==> src/fsa_pkg.sv <==
package fsa_pkg;

   // register map
   localparam logic [7:0] SYNC_PHASE_CONFIG_ADDR  = 8'h00;
   localparam logic [7:0] SYNC_STATUS_ADDR        = 8'h01;
   localparam logic [7:0] SYNC_PHASE_CONFIG_RESET = 8'h00;
   localparam logic [7:0] SYNC_PHASE_CONFIG_MASK  = 8'hC3;

   // field positions
   localparam int INDEP_BIT = 7;
   localparam int FINE_BIT  = 6;

   // last frame count of a multiframe: four 8 kHz frames per 2 kHz multiframe
   localparam logic [1:0] FRAMES_PER_MULTI = 2'h3;

   // sampling precision modes
   typedef enum logic [1:0] {
      FSA_PREC_6M48,
      FSA_PREC_19M44,
      FSA_PREC_38M88
   } fsa_prec_e;

   // phase offsets
   typedef enum logic [1:0] {
      FSA_PH_TARGET,
      FSA_PH_EARLY_HALF,
      FSA_PH_LATE_ONE,
      FSA_PH_LATE_HALF
   } fsa_phase_e;

   typedef struct packed {
      logic       sync_independence_select;
      logic       sync_fine_sampling_select;
      fsa_phase_e sync_phase;
   } fsa_cfg_s;

   typedef struct packed {
      logic [7:0] addr;
      logic [7:0] wdata;
      logic       wr;
      logic       rd;
   } fsa_bus_s;

endpackage

==> src/fsa_edge_sampler.sv <==
`timescale 1ns/10ps
`default_nettype none

// samples sync input with phase offset, reports rising edge
module fsa_edge_sampler (
   // clock and reset
   input  wire logic              clk,
   input  wire logic              rst_n,
   // control
   input  wire fsa_pkg::fsa_phase_e phase,
   // sync input and tick
   input  wire logic              sync_in,
   input  wire logic              sample_tick,
   output logic                   edge_seen
);

   logic [4:0] hist_reg;
   logic [4:0] hist_next;
   logic       sel;

   // shift history on each sample tick
   always_comb begin
      hist_next = hist_reg;
      if (sample_tick) begin
         hist_next = {hist_reg[3:0], sync_in};
      end
   end

   always_ff @(posedge clk or negedge rst_n) begin
      if (!rst_n) begin
         hist_reg <= 5'h00;
      end else begin
         hist_reg <= hist_next;
      end
   end

   // pick sampling instant; early uses newest, late uses older taps
   // half-unit steps are rounded to whole ticks, the tick grid is the limit
   always_comb begin
      case (phase)
         fsa_pkg::FSA_PH_TARGET:     sel = hist_reg[1] & ~hist_reg[2];
         fsa_pkg::FSA_PH_EARLY_HALF: sel = hist_reg[0] & ~hist_reg[1];
         fsa_pkg::FSA_PH_LATE_ONE:   sel = hist_reg[3] & ~hist_reg[4];
         fsa_pkg::FSA_PH_LATE_HALF:  sel = hist_reg[2] & ~hist_reg[3];
         default:                    sel = 1'b0;
      endcase
   end

   assign edge_seen = sel & sample_tick;

endmodule

`default_nettype wire

==> src/fsa_sync_gen.sv <==
`timescale 1ns/10ps
`default_nettype none

// 8 kHz / 2 kHz pulse generator, realigned by a request
module fsa_sync_gen (
   // clock and reset
   input  wire logic clk,
   input  wire logic rst_n,
   // timing
   input  wire logic frame_tick,
   input  wire logic realign,
   // outputs
   output logic      frame_sync_8k_output,
   output logic      multiframe_sync_2k_output
);

   logic [1:0] cnt_reg;
   logic [1:0] cnt_next;
   logic       fr_reg;
   logic       fr_next;
   logic       mf_reg;
   logic       mf_next;

   // realign restarts the multiframe at frame zero
   always_comb begin
      cnt_next = cnt_reg;
      fr_next  = 1'b0;
      mf_next  = 1'b0;
      if (realign) begin
         cnt_next = 2'h0;
         fr_next  = 1'b1;
         mf_next  = 1'b1;
      end else if (frame_tick) begin
         cnt_next = (cnt_reg == fsa_pkg::FRAMES_PER_MULTI) ? 2'h0 : 2'(cnt_reg + 2'h1);
         fr_next  = 1'b1;
         mf_next  = (cnt_next == 2'h0);
      end
   end

   always_ff @(posedge clk or negedge rst_n) begin
      if (!rst_n) begin
         cnt_reg <= 2'h0;
         fr_reg  <= 1'b0;
         mf_reg  <= 1'b0;
      end else begin
         cnt_reg <= cnt_next;
         fr_reg  <= fr_next;
         mf_reg  <= mf_next;
      end
   end

   assign frame_sync_8k_output      = fr_reg;
   assign multiframe_sync_2k_output = mf_reg;

endmodule

`default_nettype wire

==> src/fsa_top.sv <==
`timescale 1ns/10ps
`default_nettype none

module fsa_top (
   // clock and reset
   input  wire logic        clk,
   input  wire logic        arst_n,
   // register port
   input  wire logic [7:0]  addr,
   input  wire logic [7:0]  wdata,
   input  wire logic        wr,
   input  wire logic        rd,
   output logic      [7:0]  rdata,
   // clocking context
   input  wire logic        ref_is_19m44,
   input  wire logic        sample_tick_6m48,
   input  wire logic        sample_tick_19m44,
   input  wire logic        sample_tick_38m88,
   input  wire logic        clk_frame_tick,
   // external sync and outputs
   input  wire logic        ext_2k_sync_input,
   output logic             frame_sync_8k_output,
   output logic             multiframe_sync_2k_output,
   output logic             oc_realign
);

   logic             rst_s1_reg;
   logic             rst_n_reg;
   fsa_pkg::fsa_cfg_s cfg_reg;
   fsa_pkg::fsa_cfg_s cfg_next;
   logic [7:0]       rdata_reg;
   logic [7:0]       rdata_next;
   fsa_pkg::fsa_prec_e prec;
   logic             tick;
   logic             edge_seen;
   logic             realign;

   function automatic logic [7:0] cfg_word(input fsa_pkg::fsa_cfg_s c);
      cfg_word = {c.sync_independence_select, c.sync_fine_sampling_select, 4'h0, c.sync_phase};
   endfunction

   // reset release through two flops
   always_ff @(posedge clk or negedge arst_n) begin
      if (!arst_n) begin
         rst_s1_reg <= 1'b0;
         rst_n_reg  <= 1'b0;
      end else begin
         rst_s1_reg <= 1'b1;
         rst_n_reg  <= rst_s1_reg;
      end
   end

   // register write and read; unused bits dropped
   always_comb begin
      cfg_next   = cfg_reg;
      rdata_next = 8'h00;
      if (wr && addr == fsa_pkg::SYNC_PHASE_CONFIG_ADDR) begin
         cfg_next = fsa_pkg::fsa_cfg_s'({wdata[7:6], wdata[1:0]});
      end
      if (rd) begin
         case (addr)
            fsa_pkg::SYNC_PHASE_CONFIG_ADDR: rdata_next = cfg_word(cfg_reg) & fsa_pkg::SYNC_PHASE_CONFIG_MASK;
            fsa_pkg::SYNC_STATUS_ADDR:       rdata_next = {6'h00, 2'(prec)};
            default:                         rdata_next = 8'h00;
         endcase
      end
   end

   always_ff @(posedge clk or negedge rst_n_reg) begin
      if (!rst_n_reg) begin
         cfg_reg   <= fsa_pkg::fsa_cfg_s'({fsa_pkg::SYNC_PHASE_CONFIG_RESET[7:6],
                                           fsa_pkg::SYNC_PHASE_CONFIG_RESET[1:0]});
         rdata_reg <= 8'h00;
      end else begin
         cfg_reg   <= cfg_next;
         rdata_reg <= rdata_next;
      end
   end
   assign rdata = rdata_reg;

   // sampling precision selection
   always_comb begin
      if (!cfg_reg.sync_fine_sampling_select) begin
         prec = fsa_pkg::FSA_PREC_6M48;
         tick = sample_tick_6m48;
      end else if (ref_is_19m44) begin
         prec = fsa_pkg::FSA_PREC_19M44;
         tick = sample_tick_19m44;
      end else begin
         prec = fsa_pkg::FSA_PREC_38M88;
         tick = sample_tick_38m88;
      end
   end

   fsa_edge_sampler u_samp (
      .clk         (clk),
      .rst_n       (rst_n_reg),
      .phase       (cfg_reg.sync_phase),
      .sync_in     (ext_2k_sync_input),
      .sample_tick (tick),
      .edge_seen   (edge_seen)
   );

   // independent mode follows external edge; aligned mode ignores it
   assign realign = cfg_reg.sync_independence_select & edge_seen;

   // oc clocks realign only in fine mode
   assign oc_realign = cfg_reg.sync_fine_sampling_select & edge_seen;

   fsa_sync_gen u_gen (
      .clk                       (clk),
      .rst_n                     (rst_n_reg),
      .frame_tick                (clk_frame_tick),
      .realign                   (realign),
      .frame_sync_8k_output      (frame_sync_8k_output),
      .multiframe_sync_2k_output (multiframe_sync_2k_output)
   );
endmodule

`default_nettype wire
==> config.mk <==
export PLATFORM = sky130hd
export DESIGN_NAME = fsa_top
export DESIGN_NICKNAME = d
export VERILOG_FILES = /design/src/fsa_pkg.sv /design/src/fsa_edge_sampler.sv /design/src/fsa_sync_gen.sv /design/src/fsa_top.sv
export SDC_FILE = /design/constraint.sdc
export NUM_CORES = 1
export LEC_CHECK = 0
export BUFFER_PORTS_ARGS = -buffer_cell sky130_fd_sc_hd__buf_2
export CAP_MARGIN = 20
export CORE_MARGIN = 2
export CORE_UTILIZATION = 46
export DETAILED_ROUTE_END_ITERATION = 16
export PLACE_DENSITY_LB_ADDON = 0.1
export SLEW_MARGIN = 20
export SYNTH_ARGS = -nofsm -noshare
export SYNTH_HDL_FRONTEND = slang
export SYNTH_SLANG_ARGS = --single-unit
==> constraint.sdc <==
create_clock -name clk -period 1.3 [get_ports clk]
set_input_delay 0.065 -clock clk [delete_from_list [all_inputs] [get_ports clk]]
set_output_delay 0.065 -clock clk [all_outputs]
set_load 0.005 [all_outputs]
==> results.cfg, run 1 <==
[outcome]
status = finished with violations
violations = setup timing

[global_route]
first_global_vias = 708
antenna_found_initial = 0
grt_max_degree = 18
grt_pass1_wl_um = 3010
grt_use_total_pct = 16.3
overflow = 0

[logic_synthesis]
synth_mux_area_share_pct = 15.9
synth_top_family_by_area = multiplexers
netlist_area_um2 = 922
synth-seq-cells = 19
synthCells = 68
async_reset_ff_share_pct = 100
synth_edf_count = 0
yosys-top-cells-area = dfrtp_1 52%, mux2_4 6.5%, mux2_2 6.1%
synthSimpleGateAreaFrac_pct = 14.9
ys_dominant_reg_cell = dfrtp_1
synth_cell_types = 27
synthAdderAreaFrac_pct = 2.71
seq_area_frac_synth_pct = 51.6
netlist.area_leader.share_pct = 51.6
synth_compound_area_share_pct = 9.91
synth_xor_area_share_pct = 0
syn_area_per_cell_um2 = 13.6
ys_warn_count = 0
synth_top_area_cell = dfrtp_1

[pwr]
vdd_drop_max_uv = 728
power_density_mw_per_mm2 = 1070
p_leak_nw = 0.645
power.total_mw = 1.33

[timing]
whs_ns = 0.0381
hold_viol = 0
finalSetupViolations = 1
fin_crit_ns = 1.47
rsz0062_at_grt = true
max_freq_ghz = 0.681
fin_ws_ns = -0.169
drv_slew = 0
clock_skew_ns = 0.00213
period_share_pct = 113
fin_setup_tns_ns = -0.169

[drt]
vias = 670
wl_per_cell_um = 12.5
first_pass_iters = 4
drt_iter0_drc = 11
drcViolationCount = 0
wirelength_um = 1730
vias_per_cell = 4.82
ant_nets = 0

[place]
dp_hpwl_um = 1250
gp_congestion = 0.718
pre_cts_ws_ns = 0.0297
port_buffers = 28

[layout]
largest_reg_flops = 5
nets = 141
antenna_cells = 0
layout_commonest_cell = buf_2
utilization_pct = 64.8
fill_cells = 172
drive_gt1_share_pct = 48.2
syn2layout_area_growth_pct = 35.1
layout_common_cells = 28 x buf_2, 19 x dfrtp_1, 7 x dlygate4sd3_1, 6 x buf_4

[floorplanning]
dieArea_mm2 = 0.00238
core_mm2 = 0.00192
die-width_um = 48.8
pin_count = 37
start_util_pct = 48.0
die_h_um = 48.8
rows = 16

[clock_tree]
cts_tree = yes
clkSlewWorstSetupHoldPaths_ns = 0.10
cts_buffer_depth = 2
worstSkewPairLatency_ns = 0.29
ctsRootBufferMaster = clkbuf_4
clock_sinks = 19
ctsHtreeMaxLevel = 1
numCtsBuffers = 3

[worst_hold_path]
min_path_type = in2reg

[critical_path]
critPathLaunchType = flop
worstSetupEndpointType = primary output
crit_arrival_ns = 1.40
required_ns = 1.24
crit_path_max_fanout = 3
crit_type = reg2out

[flow_run]
cap_violations = 0
## synth_stat cells, types with 2 or more instances
cell,number
a21oi_1,2
a31oi_1,2
buf_4,4
conb_1,2
dfrtp_1,19
ha_1,2
mux2_2,5
mux2_4,4
mux2i_1,3
nand2b_1,2
nand3_1,2
nand3b_1,2
nor2_1,2
nor3b_1,3
o31a_1,2
## area by class of cell
type | count | area (um2) | area share [%]
Sequential cell | 19 | 475 | 38.2
Clock buffer | 4 | 26.3 | 2.11
Timing Repair Buffer | 42 | 267 | 21.4
Inverter | 1 | 3.75 | 0.301
Multi-Input combinational cell | 46 | 440 | 35.3
Tap cell | 27 | 33.8 | 2.71
## power by group
group          total (mW)  internal (mW)  switching, mW
Clock               0.291          0.119          0.172
Sequential          0.744          0.672         0.0713
Combinational       0.297          0.174          0.123
## routing by layer
| layer | wire length, um | track usage [%] | up-vias |
|---|---|---|---|
| met3 | 60 | 3.07 | 0 |
| li1 | - | - | 327 |
| met1 | 696 | 19.6 | 327 |
| met4 | 0 | 5.71 | 0 |
| met5 | 0 | 0 | - |
| met2 | 974 | 29.0 | 16 |
## kinds of logic after synthesis
kind of cell	Yosys count
other cells	2
simple gates	16
fa+ha+maj	2
buf+inv	6
mux	12
flops	19
compound gates	11
## worst paths after layout
path / startpoint / end / slack, ns / depth (start not counted)
setup reg to reg: u_samp.hist_reg[1]$_DFFE_PN0N_ / u_gen.multiframe_sync_2k_output$_DFF_PN0_ / 0.02 / 3
hold reg to reg: rst_n_reg$_DFF_PN0_ / cfg_reg[1]$_DFFE_PN0P_ / 0.19 / 1
hold / removal: clk_frame_tick / u_gen.frame_sync_8k_output$_DFF_PN0_ / 0.04 / 2
min in group asynchronous: arst_n / rst_s1_reg$_DFF_PN0_ / 0.10 / 2
max in group asynchronous: rst_n_reg$_DFF_PN0_ / u_samp.hist_reg[1]$_DFFE_PN0N_ / 0.92 / 1
setup / recovery: cfg_reg[0]$_DFFE_PN0P_ / oc_realign / -0.17 / 5
## per-stage QoR
step                      area, um2  cells
after floorplan                 933     71
after global placement         1120    127
after detailed placement       1120    127
after CTS                      1220    136
after global routing           1250    139
final                          1250    139
## what timing repair did
action                                  in CTS  in global routing
endpoints found under the setup margin       2                  3
hold endpoints to repair                     6                  3
resized for setup                            4                  0
pin swaps                                    5                  1
buffers inserted                             1                  0
hold buffers                                 4                  3
## worst max-delay path: stages, from the launching register on
cell and delay, ns:
dfrtp_1 0.41, buf_6 0.14, nand3b_1 0.12, o311ai_4 0.12, and3_1 0.20, buf_2 0.12
Note: power is estimated with default switching activity, not from simulation.
==> run 2: changes to the inputs <==
--- a/config.mk
+++ b/config.mk
@@ -8,7 +8,7 @@
 export BUFFER_PORTS_ARGS = -buffer_cell sky130_fd_sc_hd__buf_2
 export CAP_MARGIN = 20
 export CORE_MARGIN = 2
-export CORE_UTILIZATION = 46
+export CORE_UTILIZATION = 50
 export DETAILED_ROUTE_END_ITERATION = 16
 export PLACE_DENSITY_LB_ADDON = 0.1
 export SLEW_MARGIN = 20
==> constraint.sdc (replaced) <==
create_clock -name clk -period 1.89 [get_ports clk]
set_input_delay 0.378 -clock clk [delete_from_list [all_inputs] [get_ports clk]]
set_output_delay 0.378 -clock clk [all_outputs]
set_load 0.005 [all_outputs]
==> results.cfg, run 2 (same netlist as run 1, synthesis figures left out) <==
[floorplanning]
rows = 15
die_h_um = 46.9
die-width_um = 46.9
start_util_pct = 53.4
core_mm2 = 0.00173
dieArea_mm2 = 0.00220
pin_count = 37

[clock_tree]
cts_tree = yes
numCtsBuffers = 3
clock_sinks = 19
clkSlewWorstSetupHoldPaths_ns = 0.10
ctsRootBufferMaster = clkbuf_4
cts_buffer_depth = 2
worstSkewPairLatency_ns = 0.28
ctsHtreeMaxLevel = 1

[pwr]
seq_power_share_pct = 58.2
p_clk_share_pct = 21.9
cell_internal_pwr_mw = 0.647
power_density_mw_per_mm2 = 768
combPwrFrac_pct = 19.9
p_leak_nw = 0.601
switching_share_pct = 26.9
vdd_drop_max_uv = 485
p_switching_mw = 0.238

[global_route]
grt_pass1_wl_um = 2400
antenna_found_initial = 0
overflow = 0
first_global_vias = 572
grt_use_total_pct = 16.1
grt_max_degree = 18

[layout]
layout_common_cells = 28 x buf_2, 18 x dfrtp_1, 5 x mux2_2, 5 x conb_1
stdcell_count = 128
largest_reg_flops = 5
fill_cells = 154
final_area_mm2 = 0.00115
regArea_um2 = 477
multiInputGateArea_um2 = 434
nets = 132
drive_gt1_share_pct = 50.5
syn2layout_area_growth_pct = 25.0
antenna_cells = 0
layout_commonest_cell = buf_2

[timing]
tightest_slew_ns = 0.681
rsz0062_at_grt = false
relSlewSlack_pct = 54.6
fin_crit_ns = 1.82
drv_slew = 0
clock_skew_ns = 0.00575
max_freq_ghz = 0.550
fin_setup_tns_ns = 0
finalSetupViolations = 0
whs_ns = 0.285
hold_viol = 0
period_share_pct = 96.3

[drt]
drt_iter0_drc = 6
wirelength_um = 1530
ant_nets = 0
wl_per_cell_um = 11.9
vias = 618
drcViolationCount = 0
first_pass_iters = 3
vias_per_cell = 4.83

[critical_path]
crit_path_max_fanout = 4
path_buf_inv = 2
r2r_cells = 4
required_ns = 1.51
worstPathCellList = buf_4 -> o311ai_4 -> and3_1 -> buf_2
crit_path_top_delay_cell = dfrtp_2
worstSetupEndpointType = primary output
worst_path_largest_cell_delay_ns = 0.45
crit_family = flip-flops
critical_path_depth = 4
crit_type = reg2out
crit_arrival_ns = 1.44
critPathLaunchType = flop

[flow_run]
cap_violations = 0

[place]
gp_congestion = 0.753
port_buffers = 28
placed_cell_area_mm2 = 0.00108
dp_cells = 121

[worst_hold_path]
min_path_type = reg2async

[outcome]
status = complete, no violations
-- run 2: cell type report --
class / count / share of cell area [%]
Clock buffer: 4 / 2.28
Multi-Input combinational cell: 46 / 37.7
Tap cell: 25 / 2.71
Sequential cell: 19 / 41.4
Inverter: 1 / 0.326
Timing Repair Buffer: 33 / 15.6
-- run 2: worst paths after layout --
kind | startpoint | end | slack [ns]
min | rst_n_reg$_DFF_PN0_ | cfg_reg[3]$_DFFE_PN0P_ | 0.29
max in group asynchronous | rst_n_reg$_DFF_PN0_ | cfg_reg[0]$_DFFE_PN0P_ | 1.13
max | cfg_reg[0]$_DFFE_PN0P_ | oc_realign | 0.07
min reg2reg | rst_n_reg$_DFF_PN0_ | cfg_reg[3]$_DFFE_PN0P_ | 0.29
min in group clk | wdata[1] | cfg_reg[1]$_DFFE_PN0P_ | 0.31
max reg2reg | cfg_reg[2]$_DFFE_PN0P_ | u_samp.hist_reg[2]$_DFFE_PN0N_ | 0.54
-- run 2: power groups by stage --
stage	Sequential (mW)	Clock, mW	Combinational [mW]
4_1_cts	0.514	0.205	0.174
6_report	0.515	0.194	0.176
5_1_grt	0.526	0.214	0.198
2_1_floorplan	0.510	0	0.122
3_3_place_gp	0.520	0	0.164
3_5_place_dp	0.523	0	0.168
-- run 2: layer usage --
metal,global-route usage (%),up-vias,wire [um]
li1,-,310,-
met1,19.9,292,678
met2,26.6,14,772
met3,2.31,2,55
met4,10.0,0,21
met5,0,-,0
-- run 2: timing repair --
item,in CTS,in global routing
endpoints found under the setup margin,1,1
buffers inserted,2,0
pin swaps,0,2
hold buffers,1,0
endpoints found under the hold margin,2,0
gates resized for setup,1,2
-- run 2: stage by stage --
step / utilization (%) / worst slack, ns / total power [mW]
after CTS: 65.9 / 0.0286 / 0.893
after floorplan: - / 0.474 / 0.632
after detailed placement: 62.8 / 0.301 / 0.691
final: 66.7 / 0.0709 / 0.886
after global routing: 66.7 / 0.000181 / 0.939
after global placement: 62.8 / 0.311 / 0.683
